**config.mk**
```make
export PLATFORM = sky130hd
export DESIGN_NAME = apedp_top
export DESIGN_NICKNAME = d
export VERILOG_FILES = /design/src/rtl/apedp_pkg.sv /design/src/rtl/apedp_top.sv
export SDC_FILE = /design/constraint.sdc
export NUM_CORES = 2
export LEC_CHECK = 0
export BUFFER_PORTS_ARGS = -buffer_cell sky130_fd_sc_hd__buf_4
export CAP_MARGIN = 20
export CELL_PAD_IN_SITES_DETAIL_PLACEMENT = 2
export CELL_PAD_IN_SITES_GLOBAL_PLACEMENT = 2
export CORE_ASPECT_RATIO = 1.5
export CORE_MARGIN = 2
export CORE_UTILIZATION = 44
export DETAILED_ROUTE_END_ITERATION = 16
export HOLD_SLACK_MARGIN = 0.06
export PLACE_DENSITY = 0.94
export SLEW_MARGIN = 20
export SYNTH_ARGS = -nofsm -noshare
export SYNTH_HDL_FRONTEND = slang
export SYNTH_SLANG_ARGS = --single-unit
```
**constraint.sdc**
```tcl
create_clock -name clk -period 134.9 [get_ports clk]
set_input_delay 6.745 -clock clk [delete_from_list [all_inputs] [get_ports clk]]
set_output_delay 6.745 -clock clk [all_outputs]
set_load 0.02 [all_outputs]
```
**src/rtl/apedp_pkg.sv**
```systemverilog
// package for the active power and energy datapath: offsets, fields, resets, timing, carriers
// assumes a 50 MHz metering clock and an 8-bit register address space
package apedp_pkg;

  // ==========================================================
  // clock and timing
  localparam int CLK_HZ = 50_000_000;
  localparam int STEP_CYCLES = 5;                    // master clocks per accumulation step
  localparam logic [2:0] STEP_LAST = 3'(STEP_CYCLES - 1);
  localparam int WAVE_RATE_HZ = 25_600;              // fastest waveform sample rate
  localparam int WAVE_CYCLES = CLK_HZ / WAVE_RATE_HZ; // shortest period rounds down
  localparam int LPF_SHIFT = 8;                      // lowpass pole, 2^-8 per step

  // ==========================================================
  // register offsets
  localparam logic [7:0] ADDR_WAVE_SRC = 8'h0D;
  localparam logic [7:0] ADDR_NL_MODE = 8'h0E;
  localparam logic [7:0] ADDR_ACC_MODE = 8'h0F;
  localparam logic [7:0] ADDR_GAIN = 8'h10;
  localparam logic [7:0] ADDR_OFFSET = 8'h11;
  localparam logic [7:0] ADDR_DIVIDER = 8'h12;
  localparam logic [7:0] ADDR_ENERGY = 8'h13;
  localparam logic [7:0] ADDR_ENERGY_RC = 8'h14;
  localparam logic [7:0] ADDR_IRQ_EN_LOW = 8'hD9;
  localparam logic [7:0] ADDR_IRQ_EN_HIGH = 8'hDB;
  localparam logic [7:0] ADDR_IRQ_STAT_LOW = 8'hDC;

  // ==========================================================
  // field positions and codes
  localparam int ACC_SIGN_DIR_BIT = 0;
  localparam int ACC_POS_ONLY_BIT = 1;
  localparam int ACC_ABS_BIT = 2;
  localparam int STAT_SIGN_BIT = 0;
  localparam int STAT_NOLOAD_BIT = 1;
  localparam int STAT_HALF_BIT = 2;
  localparam int STAT_OVF_BIT = 3;
  localparam int EN_HIGH_WAVE_BIT = 0;
  localparam int WAVE_RATE_LSB = 3;
  localparam logic [2:0] WAVE_SRC_ACTIVE = 3'h0;
  localparam logic [7:0] STAT_USED_MASK = 8'h0F;

  // no-load thresholds as magnitude of the 24-bit power value (fraction of 2^23)
  localparam logic [23:0] NL_THR_1 = 24'h0004EA;     // 0.015 %
  localparam logic [23:0] NL_THR_2 = 24'h000275;     // 0.0075 %
  localparam logic [23:0] NL_THR_3 = 24'h000136;     // 0.0037 %

  // ==========================================================
  // reset values
  localparam logic [7:0] RST_BYTE = 8'h00;
  localparam logic [11:0] RST_GAIN = 12'h000;
  localparam logic [15:0] RST_OFFSET = 16'h0000;

  // ==========================================================
  // carriers
  typedef struct packed {
    logic [7:0] addr;
    logic [23:0] wdata;
    logic wr;
    logic rd;
  } apedp_bus_type;

  typedef struct packed {
    logic signed [23:0] current;
    logic signed [23:0] voltage;
  } apedp_sample_type;

  typedef struct packed {
    logic [23:0] data;
    logic valid;
  } apedp_wave_type;

  typedef struct packed {
    logic [7:0] wave_src;
    logic [7:0] nl_mode;
    logic [7:0] acc_mode;
    logic [7:0] en_low;
    logic [7:0] en_high;
    logic [7:0] stat_low;
    logic [11:0] gain;
    logic [15:0] offset;
    logic [7:0] divider;
    logic signed [48:0] acc;
    logic signed [31:0] lpf;
    logic signed [23:0] power;
    logic prev_neg;
    logic [2:0] step_cnt;
    logic [13:0] wave_cnt;
    logic [23:0] rdata;
    logic irq;
    logic [23:0] wave_data;
    logic wave_valid;
  } apedp_state_type;

endpackage

```
**src/rtl/apedp_top.sv**
```systemverilog
// active power and energy datapath: multiply, lowpass, offset, gain, no-load, divide, accumulate
// assumes samples synchronous to clk, valid every cycle; register port answers one cycle later
//
// The address-and-strobe port was left to the implementer.
`timescale 1ns/1ps

// Operation
// - multiply current and voltage, then lowpass
// - scale power by one plus gain/4096
// - gain 0x7FF +50 percent, 0x800 -50
// - add signed 16-bit power offset
// - offset LSB is 1/256 sample LSB
// - default: flag positive-to-negative sign change
// - direction bit set: flag negative-to-positive
// - sign flag and enable raise interrupt
// - below threshold: no accumulation, set flag
// - two-bit field selects no-load threshold
// - no-load flag and enable raise interrupt
// - 49-bit accumulator, upper 24 bits readable
// - accumulate once every five clocks
// - clear bits signed; both set positive-only
// - positive-only or magnitude accumulation modes
// - divide by 8-bit divisor, zero means one
// - read-clear returns energy, clears upper bits
// - waveform output at four selectable rates
// - energy wraps on overflow and underflow
// - half-full and overflow events raise interrupt
// - positive-only ignores all negative power
module apedp_top #(
  parameter int WAVE_BASE_CYCLES = apedp_pkg::WAVE_CYCLES
) (
  input logic clk,
  input logic nrst,
  input apedp_pkg::apedp_bus_type bus,
  input apedp_pkg::apedp_sample_type samples,
  output logic [23:0] reg_rdata,
  output logic irq_pending,
  output apedp_pkg::apedp_wave_type wave
);
  import apedp_pkg::*;

  // ==========================================================
  // helpers
  function automatic logic [23:0] nl_threshold(input logic [1:0] sel);
    logic [23:0] thr;
    thr = 24'h000000;
    case (sel)
      2'h1: thr = NL_THR_1;
      2'h2: thr = NL_THR_2;
      2'h3: thr = NL_THR_3;
      default: thr = 24'h000000;
    endcase
    return thr;
  endfunction

  apedp_state_type s_reg;
  apedp_state_type s_next;

  logic step;
  logic signed [47:0] prod;
  logic signed [23:0] p_inst;
  logic signed [31:0] lpf_err;
  logic signed [31:0] corr;
  logic signed [43:0] gain_prod;
  logic signed [31:0] gained;
  logic signed [23:0] pwr;
  logic [23:0] mag;
  logic [23:0] thr;
  logic no_load;
  logic pos_only;
  logic abs_mode;
  logic negate;
  logic [23:0] mag_sel;
  logic [7:0] div;
  logic [23:0] quot;
  logic signed [48:0] inc;
  logic signed [48:0] acc_base;
  logic signed [48:0] acc_sum;
  logic rd_clear;
  logic [7:0] stat_set;
  logic [7:0] stat_clr;
  logic [7:0] keep_mask;
  logic [13:0] wave_period;

  // ==========================================================
  // power path
  // five-clock step
  assign step = (s_reg.step_cnt == STEP_LAST);
  assign prod = samples.current * samples.voltage;
  assign p_inst = prod[46:23];
  assign lpf_err = $signed({p_inst, 8'h00}) - s_reg.lpf;
  assign corr = s_reg.lpf + {{16{s_reg.offset[15]}}, s_reg.offset};
  // gain as signed fraction of 4096
  // full code range gives plus or minus half
  assign gain_prod = corr * $signed(s_reg.gain);
  assign gained = corr + gain_prod[43:12];
  assign pwr = gained[31:8];
  assign mag = pwr[23] ? 24'(-pwr) : pwr;           // 0x800000 reads as its true magnitude

  // ==========================================================
  // no-load and accumulation mode
  // threshold select
  assign thr = nl_threshold(s_reg.nl_mode[1:0]);
  // below threshold counts as no load
  assign no_load = (thr != 24'h000000) && (mag < thr);
  // both bits set falls to positive-only
  assign pos_only = s_reg.acc_mode[ACC_POS_ONLY_BIT];
  assign abs_mode = s_reg.acc_mode[ACC_ABS_BIT] & ~pos_only;
  assign negate = ~pos_only & ~abs_mode & pwr[23];

  always_comb begin
    if (no_load) begin
      mag_sel = 24'h000000;
    end else if (pos_only && pwr[23]) begin
      mag_sel = 24'h000000;
    end else begin
      mag_sel = mag;
    end
  end

  // zero divisor acts as one; a full divider costs area but keeps one step per five clocks
  assign div = (s_reg.divider == 8'h00) ? 8'h01 : s_reg.divider;
  assign quot = mag_sel / {16'h0000, div};
  assign inc = negate ? -$signed({25'h0000000, quot}) : $signed({25'h0000000, quot});

  // read-clear drops upper bits, lower bits kept
  assign rd_clear = bus.rd && (bus.addr == ADDR_ENERGY_RC);
  assign acc_base = rd_clear ? {24'h000000, s_reg.acc[24:0]} : s_reg.acc;
  assign acc_sum = acc_base + inc;
  assign wave_period = 14'(WAVE_BASE_CYCLES) << s_reg.wave_src[WAVE_RATE_LSB +: 2];

  // ==========================================================
  // event flags
  always_comb begin
    stat_set = 8'h00;
    stat_clr = 8'h00;
    if (step) begin
      if (s_reg.acc_mode[ACC_SIGN_DIR_BIT]) begin
        stat_set[STAT_SIGN_BIT] = s_reg.prev_neg & ~pwr[23];
      end else begin
        stat_set[STAT_SIGN_BIT] = ~s_reg.prev_neg & pwr[23];
      end
      stat_set[STAT_NOLOAD_BIT] = no_load;
      stat_set[STAT_HALF_BIT] = (~acc_sum[48] & acc_sum[47] & ~acc_base[47])
                              | (acc_sum[48] & ~acc_sum[47] & acc_base[47]);
      stat_set[STAT_OVF_BIT] = (~inc[48] & ~acc_base[48] & acc_sum[48])
                             | (inc[48] & acc_base[48] & ~acc_sum[48]);
    end
    if (bus.wr && (bus.addr == ADDR_IRQ_STAT_LOW)) begin
      stat_clr = bus.wdata[7:0];                     // write one to clear
    end
  end
  assign keep_mask = s_reg.stat_low & ~stat_clr;

  // ==========================================================
  // next state
  always_comb begin
    s_next = s_reg;
    s_next.step_cnt = step ? 3'h0 : s_reg.step_cnt + 3'h1;
    s_next.wave_valid = 1'b0;
    s_next.stat_low = (keep_mask | stat_set) & STAT_USED_MASK;
    // any enabled flag holds the interrupt
    s_next.irq = |(s_reg.stat_low & s_reg.en_low);
    s_next.acc = acc_base;
    if (step) begin
      s_next.lpf = s_reg.lpf + (lpf_err >>> LPF_SHIFT);
      s_next.power = pwr;
      s_next.prev_neg = pwr[23];
      s_next.acc = acc_sum;
    end
    if (s_reg.wave_cnt >= wave_period - 14'h0001) begin
      s_next.wave_cnt = 14'h0000;
      if (s_reg.en_high[EN_HIGH_WAVE_BIT] && (s_reg.wave_src[2:0] == WAVE_SRC_ACTIVE)) begin
        s_next.wave_valid = 1'b1;
        s_next.wave_data = s_reg.power;
      end
    end else begin
      s_next.wave_cnt = s_reg.wave_cnt + 14'h0001;
    end
    // register writes
    if (bus.wr) begin
      if (bus.addr == ADDR_WAVE_SRC) begin
        s_next.wave_src = bus.wdata[7:0];
      end else if (bus.addr == ADDR_NL_MODE) begin
        s_next.nl_mode = bus.wdata[7:0];
      end else if (bus.addr == ADDR_ACC_MODE) begin
        s_next.acc_mode = bus.wdata[7:0];
      end else if (bus.addr == ADDR_GAIN) begin
        s_next.gain = bus.wdata[11:0];
      end else if (bus.addr == ADDR_OFFSET) begin
        s_next.offset = bus.wdata[15:0];
      end else if (bus.addr == ADDR_DIVIDER) begin
        s_next.divider = bus.wdata[7:0];
      end else if (bus.addr == ADDR_IRQ_EN_LOW) begin
        s_next.en_low = bus.wdata[7:0];
      end else if (bus.addr == ADDR_IRQ_EN_HIGH) begin
        s_next.en_high = bus.wdata[7:0];
      end
    end
    // register reads, unmapped reads give zero
    s_next.rdata = 24'h000000;
    if (bus.rd) begin
      if (bus.addr == ADDR_WAVE_SRC) begin
        s_next.rdata = {16'h0000, s_reg.wave_src};
      end else if (bus.addr == ADDR_NL_MODE) begin
        s_next.rdata = {16'h0000, s_reg.nl_mode};
      end else if (bus.addr == ADDR_ACC_MODE) begin
        s_next.rdata = {16'h0000, s_reg.acc_mode};
      end else if (bus.addr == ADDR_GAIN) begin
        s_next.rdata = {12'h000, s_reg.gain};
      end else if (bus.addr == ADDR_OFFSET) begin
        s_next.rdata = {8'h00, s_reg.offset};
      end else if (bus.addr == ADDR_DIVIDER) begin
        s_next.rdata = {16'h0000, s_reg.divider};
      end else if ((bus.addr == ADDR_ENERGY) || rd_clear) begin
        s_next.rdata = s_reg.acc[48:25];
      end else if (bus.addr == ADDR_IRQ_EN_LOW) begin
        s_next.rdata = {16'h0000, s_reg.en_low};
      end else if (bus.addr == ADDR_IRQ_EN_HIGH) begin
        s_next.rdata = {16'h0000, s_reg.en_high};
      end else if (bus.addr == ADDR_IRQ_STAT_LOW) begin
        s_next.rdata = {16'h0000, s_reg.stat_low};
      end
    end
  end

  // ==========================================================
  // state register
  always_ff @(posedge clk) begin
    if (!nrst) begin
      s_reg <= '0;
      s_reg.gain <= RST_GAIN;
      s_reg.offset <= RST_OFFSET;
      s_reg.acc_mode <= RST_BYTE;                    // positive-only off after reset
      s_reg.nl_mode <= RST_BYTE;
    end else begin
      s_reg <= s_next;
    end
  end

  // outputs straight from the state register
  assign reg_rdata = s_reg.rdata;
  assign irq_pending = s_reg.irq;
  assign wave.data = s_reg.wave_data;
  assign wave.valid = s_reg.wave_valid;
endmodule

```
* Yosys cells after proc, flatten, opt, wreduce, memory -nomap -nowiden
Cells that the tools add are included.
** Storage, ports and cells
- Input port bits :: 84
- Register bits :: 253
- Word-level logic and storage cells :: 138
- Output and inout bits :: 50
** Cells by class
- Multiplexer cells :: 22
- Bitwise operators :: 37
- Eq/ne operators :: 15
- Multiply operators :: 2
- Add/subtract/negate cells :: 10
- Reduce and logical (&&, ||, !) cells :: 26
- $lt $le $gt $ge :: 2
- Shifts and indexed selects :: 1
- Divide/modulo/power cells :: 1
** Operator list (number)
- $mux 24 :: 10
- $mux 106 :: 1
- $mux 49 :: 2
- $add 32x32->32 :: 2
- $add 49x49->49 :: 1
- $neg 24->49 :: 1
- $mul 24x24->47 :: 1
- $mul 32x12->44 :: 1
- $eq 8x5->1 const B :: 5
- $pmux 11 s3 :: 1
- $add 32x24->32 :: 1
- $sub 32x32->32 :: 1
- $mux 25 :: 1
- $div 24x8->24 :: 1
- $eq 8x4->1 const B :: 3
- $eq 8x8->1 const B :: 3
- $lt 24x24->1 :: 1
- $mux 8 :: 3
- $neg 24->24 :: 1
- $reduce_bool 24->1 :: 1
- $not 1->1 :: 18
- $reduce_or 8->1 :: 2
- $add 14x1->14 const B :: 1
- $ge 14x14->1 :: 1
- other kinds (29) :: 53

* Logic depth before layout (Yosys ltp)
- Depth in word-level cells :: 18
- Depth in mapped cells :: 436
- Depth with buffers taken out :: 411

* Least setup slack after synthesis
Ideal clock, no wire load.
- Kind :: flip-flop to flip-flop
- Start :: register s_reg[181] (netlist name)
- End :: register s_reg[211] (netlist name)
- Data arrival time :: 78.798 ns
- Stages on the path, launching flop included :: 424
- Period minus slack after synthesis :: 78.856 ns
- Buffers on the path :: 26
- Path slack :: 56.044 ns
- Setup time :: 0.058 ns
- Required time :: 134.842 ns
- Path through :: dfxtp_1 ha_1 inv_1 fa_1 nor2b_1 o21ai_0 nand2b_1 a21oi_1 o21ai_0 a21o_1 a21o_1 a21o_1 a21o_1 a21o_1 a21o_1 a21o_1 a21o_1 a21o_1 (+388 left out) o21ai_0 a21oi_1 o21ai_0 a21oi_1 o21ai_0 a41o_1 o41a_1 a41oi_1 a21oi_1 nand4_1 nand3_1 o21ai_0 nand2b_1 a21oi_1 xor2_1 or3_1 a21oi_1 o21a_1
** Between the ends
- Cells in the longest elaborated chain, start to end :: 18
- Elaborated cells between the ends (all ways) :: 24
- Classes of those cells :: add/sub (5); mul (1); div (1); order compare (1); mux (5); bitwise (9); reduce/logical (2)
** RTL lines
- start: declaration :: RTL line apedp_top.sv:56 : apedp_state_type s_reg;
- start signal: assignment :: RTL line apedp_top.sv:237 : s_reg <= s_next;
- $add 32x32->32 * :: RTL line apedp_top.sv:92 : assign corr = s_reg.lpf + {{16{s_reg.offset[15]}}, s_reg.offset};
- $mul 32x12->44 :: RTL line apedp_top.sv:95 : assign gain_prod = corr * $signed(s_reg.gain);
- $add 32x32->32 * :: RTL line apedp_top.sv:96 : assign gained = corr + gain_prod[43:12];
- $neg 24->24 :: RTL line apedp_top.sv:98 : assign mag = pwr[23] ? 24'(-pwr) : pwr;
- $mux 24 :: RTL line apedp_top.sv:98
- $lt 24x24->1 :: RTL line apedp_top.sv:105 : assign no_load = (thr != 24'h000000) && (mag < thr);
- $logic_and 1x1->1 :: RTL line apedp_top.sv:105
- $mux 24 :: RTL line apedp_top.sv:112 : if (no_load) begin
- $div 24x8->24 :: RTL line apedp_top.sv:123 : assign quot = mag_sel / {16'h0000, div};
- $neg 24->49 :: RTL line apedp_top.sv:124 : assign inc = negate ? -$signed({25'h0000000, quot}) : $signed({25'h0000000, quot});
- $mux 49 * :: RTL line apedp_top.sv:124
- $add 49x49->49 * :: RTL line apedp_top.sv:129 : assign acc_sum = acc_base + inc;
- $not 1->1, on equally long branches :: RTL line apedp_top.sv:144, apedp_top.sv:145
- $and 1x1->1, on equally long branches (2 in series) :: RTL line apedp_top.sv:144, apedp_top.sv:145
- $or 1x1->1 * :: RTL line apedp_top.sv:145 : | (acc_sum[48] & ~acc_sum[47] & acc_base[47]);
- $mux 4 * :: RTL line apedp_top.sv:137 : if (step) begin
- $or 4x4->4 * :: RTL line apedp_top.sv:161 : s_next.stat_low = (keep_mask | stat_set) & STAT_USED_MASK;
Mark *: on every way between the ends. The rest lies on a longest branch, timed or not.
A chain may end at the register's enable or synchronous reset.

* Worst setup path after layout
- Start :: register s_reg[183] (netlist name)
- End :: register s_reg[211] (netlist name)
Same word-level chain as after synthesis.

==> impl_metrics.csv <==
group,metric,value,unit
outcome,outcome,"finished, final reports clean",
die,die_area,0.145,mm²
clocking,post_cts_buffers,0,
synthesis,post_synthesis_average_cell_area,8.08,µm²
clocking,clkSinkCount,252,
synthesis,seq_area_frac_synth,8.09,%
setup_path,path_buf_inv,23,
detailed_routing,via_count,65927,
finish,largest_reg_flops,201,
detailed_routing,drt_pass1_iterations,10,
global_route,globalRouteOverflowTotal,0,
sta,maxSlewViolCount,0,
sta,relSlewSlack,17.2,%
sta,post-route-min-period,102.73,ns
synthesis,synth_warnings,0,
die,num_io_pins,134,
detailed_routing,drc,0,
clocking,cts_buffer_count,27,
synthesis,synthesis.area,0.0624,mm²
detailed_routing,drt-wirelength-per-cell,38.5,µm
job,cap_violations,0,
finish,drive_gt1_share,5.49,%
synthesis,share_of_synthesized_flip_flops_with_an_asynchronous_set_or_reset,0,%
setup_path,worst-path-max-fanout,37,
finish,area_growth_syn_to_layout,5.69,%
synthesis,synth_fa_ha_area_share,41.7,%
setup_path,cp_top_family,"compound AO/OA/AOI/OAI gates",
global_route,grt_first_pass_wirelength,541000,µm
clocking,clkLatencyLatePin,0.66,ns
setup_path,critical_path.slowest_cell,"sky130_fd_sc_hd__nor2_1",
setup_path,timing.critical_path.arrival,103.34,ns
setup_path,worst_setup_path_start_kind,"flop",
finish,fin_cells,9532,
setup_path,cp_common_cell,"sky130_fd_sc_hd__o21a_1",
placed_design,placed_cell_area,0.0647,mm²
sta,finalSetupViolCount,0,
clocking,cts_repair_resize_count,0,
finish,utilization,46.8,%
placed_design,dp_hpwl,253000,µm
die,fp.dieH,465,µm
detailed_routing,initialDrtViolationCount,7287,
clocking,clock-root-buffer,"sky130_fd_sc_hd__clkbuf_16",
detailed_routing,route.detailed.vias_per_inst,6.92,
sta,max_freq,9.73,MHz
finish,most_common_library_cell_in_the_layout_ignoring_fill_and_taps,"sky130_fd_sc_hd__nand2_1",
placed_design,placement.io_buffers,125,
synthesis,largest_family_of_logic_cells_by_synthesized_area,"adder cells",
sta,finalClockSkew,0.0231,ns
min_path,min-delay-path-class,"flop to flop",
setup_path,worst-endpoint-required,135.50,ns
sta,layout_worst_path_cycle_share,76.2,%
setup_path,crit_type,"flop to flop",
synthesis,post_synth_mux_area_share,1.56,%
finish,fin_area,0.0659,mm²
global_route,grt_pass1_vias,75810,
global_route,antenna_found_initial,71,
clocking,cts.hold.buffers_added,0,
placed_design,gp_congestion,0.884,
setup_path,cp_slowest_stage_delay,0.86,ns
synthesis,post_synth_and_or_nand_nor_area_fraction,20.5,%
clocking,cts_htree_levels,1,
setup_path,worst_setup_path_end_kind,"flop",
synthesis,synth_enable_flop_cells,0,
die,core_region_area,0.141,mm²
sta,worst_slew_pin_slew,1.23,ns
detailed_routing,detail_route.wirelength,367000,µm
global_route,grtUsageTotal,51.3,%
clocking,cts_buffer_depth,3,
sta,finalHoldViolations,0,
synthesis,synth_ff_type,"sky130_fd_sc_hd__dfxtp_1",
finish,most-common-layout-cells,"sky130_fd_sc_hd__nand2_1, sky130_fd_sc_hd__inv_1, sky130_fd_sc_hd__fa_1",
synthesis,syn-instance-count,7721,
finish,finish.net_count,9171,
sta,rsz0062_at_grt,"false",
synthesis,ys_seq_elements,252,
synthesis,synth_fp_nets,9320,
placed_design,numPlacedInstances,9416,
synthesis,synth-compound-area-share,14.9,%
die,die_x_extent,311,µm
detailed_routing,postRouteAntennaNets,0,
clocking,clk_pin_slew_worst_paths,0.08,ns
synthesis,yosysUniqueCellTypes,112,
clocking,tritoncts,"built",
die,row_count,169,
synthesis,post_synth_xor_area_fraction,3.89,%
setup_path,setup_slack_on_the_worst_flop_to_flop_path,32.17,ns
die,start_util,44.2,%
global_route,pin_count_of_the_biggest_net_entering_global_routing,118,
sta,timing.setup.tns,0,ns
## kinds of logic (layout without fill, tap and decap cells)
| family | after synthesis | count (layout) |
|---|---|---|
| XOR/XNOR | 274 | 274 |
| multiplexers | 94 | 94 |
| AO/OA/AOI/OAI | 1400 | 1400 |
| buffers and inverters | 1505 | 1376 |
| flip-flops | 252 | 252 |
| AND/OR/NAND/NOR | 2679 | 2679 |
| other | 2 | 61 |
| adder cells (fa/ha/maj) | 1515 | 1515 |
## area by class of cell
type / count / area (µm²)
fillers: 15713 / 75100
flip-flops and latches: 252 / 5050
diodes: 59 / 148
clock inverters: 17 / 179
inverters: 1114 / 4190
well taps: 1881 / 2350
repair buffers: 213 / 1650
clock buffers: 32 / 724
multi-input cells: 5964 / 51700
## tightest hold or removal path: stages (launching register included)
cell and delay, ns:
sky130_fd_sc_hd__dfxtp_1 0.32, sky130_fd_sc_hd__nand2_1 0.05, sky130_fd_sc_hd__a21oi_1 0.05
## cells in the mapped netlist, drive strengths merged (13+ instances only)
| master | count | area [µm²] |
|---|---|---|
| a211oi | 44 | 350 |
| a21boi | 23 | 176 |
| a21o | 89 | 668 |
| a21oi | 437 | 2200 |
| a221oi | 15 | 131 |
| a22oi | 18 | 140 |
| a31oi | 49 | 307 |
| and2 | 411 | 2570 |
| and3 | 58 | 363 |
| and4 | 13 | 114 |
| buf | 86 | 548 |
| clkbuf | 305 | 1140 |
| dfxtp | 252 | 5040 |
| fa | 937 | 18800 |
| ha | 578 | 7230 |
| inv | 1114 | 4180 |
| mux2 | 21 | 236 |
| mux2i | 73 | 734 |
| nand2 | 1142 | 4290 |
| nand2b | 84 | 526 |
| nand3 | 134 | 686 |
| nand4 | 52 | 340 |
| nor2 | 397 | 1500 |
| nor2b | 48 | 300 |
| nor3 | 191 | 971 |
| nor4 | 36 | 307 |
| o211ai | 34 | 270 |
| o21a | 154 | 1160 |
| o21ai | 220 | 1110 |
| o21bai | 44 | 330 |
| o22ai | 17 | 106 |
| o31a | 13 | 114 |
| o31ai | 85 | 677 |
| or2 | 37 | 231 |
| or3 | 35 | 219 |
| or4 | 13 | 109 |
| xnor2 | 190 | 1660 |
| xor2 | 82 | 718 |
## worst paths after layout
path,to,depth (start not counted),startpoint
setup / recovery,s_reg[211]$_SDFF_PN0_,407,s_reg[183]$_SDFFE_PN0P_
hold / removal,s_reg[145]$_SDFFE_PN0P_,2,s_reg[145]$_SDFFE_PN0P_
setup reg to reg,s_reg[211]$_SDFF_PN0_,407,s_reg[183]$_SDFFE_PN0P_
hold reg to reg,s_reg[145]$_SDFFE_PN0P_,2,s_reg[145]$_SDFFE_PN0P_
## per-stage QoR
stage	setup WS [ns]	hold WS (ns)
after floorplan	56.04	0.432
after global placement	45.46	0.438
after detailed placement	38.86	0.450
after CTS	35.56	0.464
after global routing	27.73	0.493
final	32.17	0.470
## metal layers
metal / vias up / wire [µm] / track usage [%]
met3: 3130 / 45400 / 30.1
li1: 24939 / - / -
met5: - / 2060 / 11.5
met1: 32785 / 106000 / 44.9
met2: 4995 / 165000 / 78.6
met4: 78 / 49300 / 52.4
Power is not shown: default switching activity piles up to over one toggle a cycle in this logic, so the estimate is an artifact.
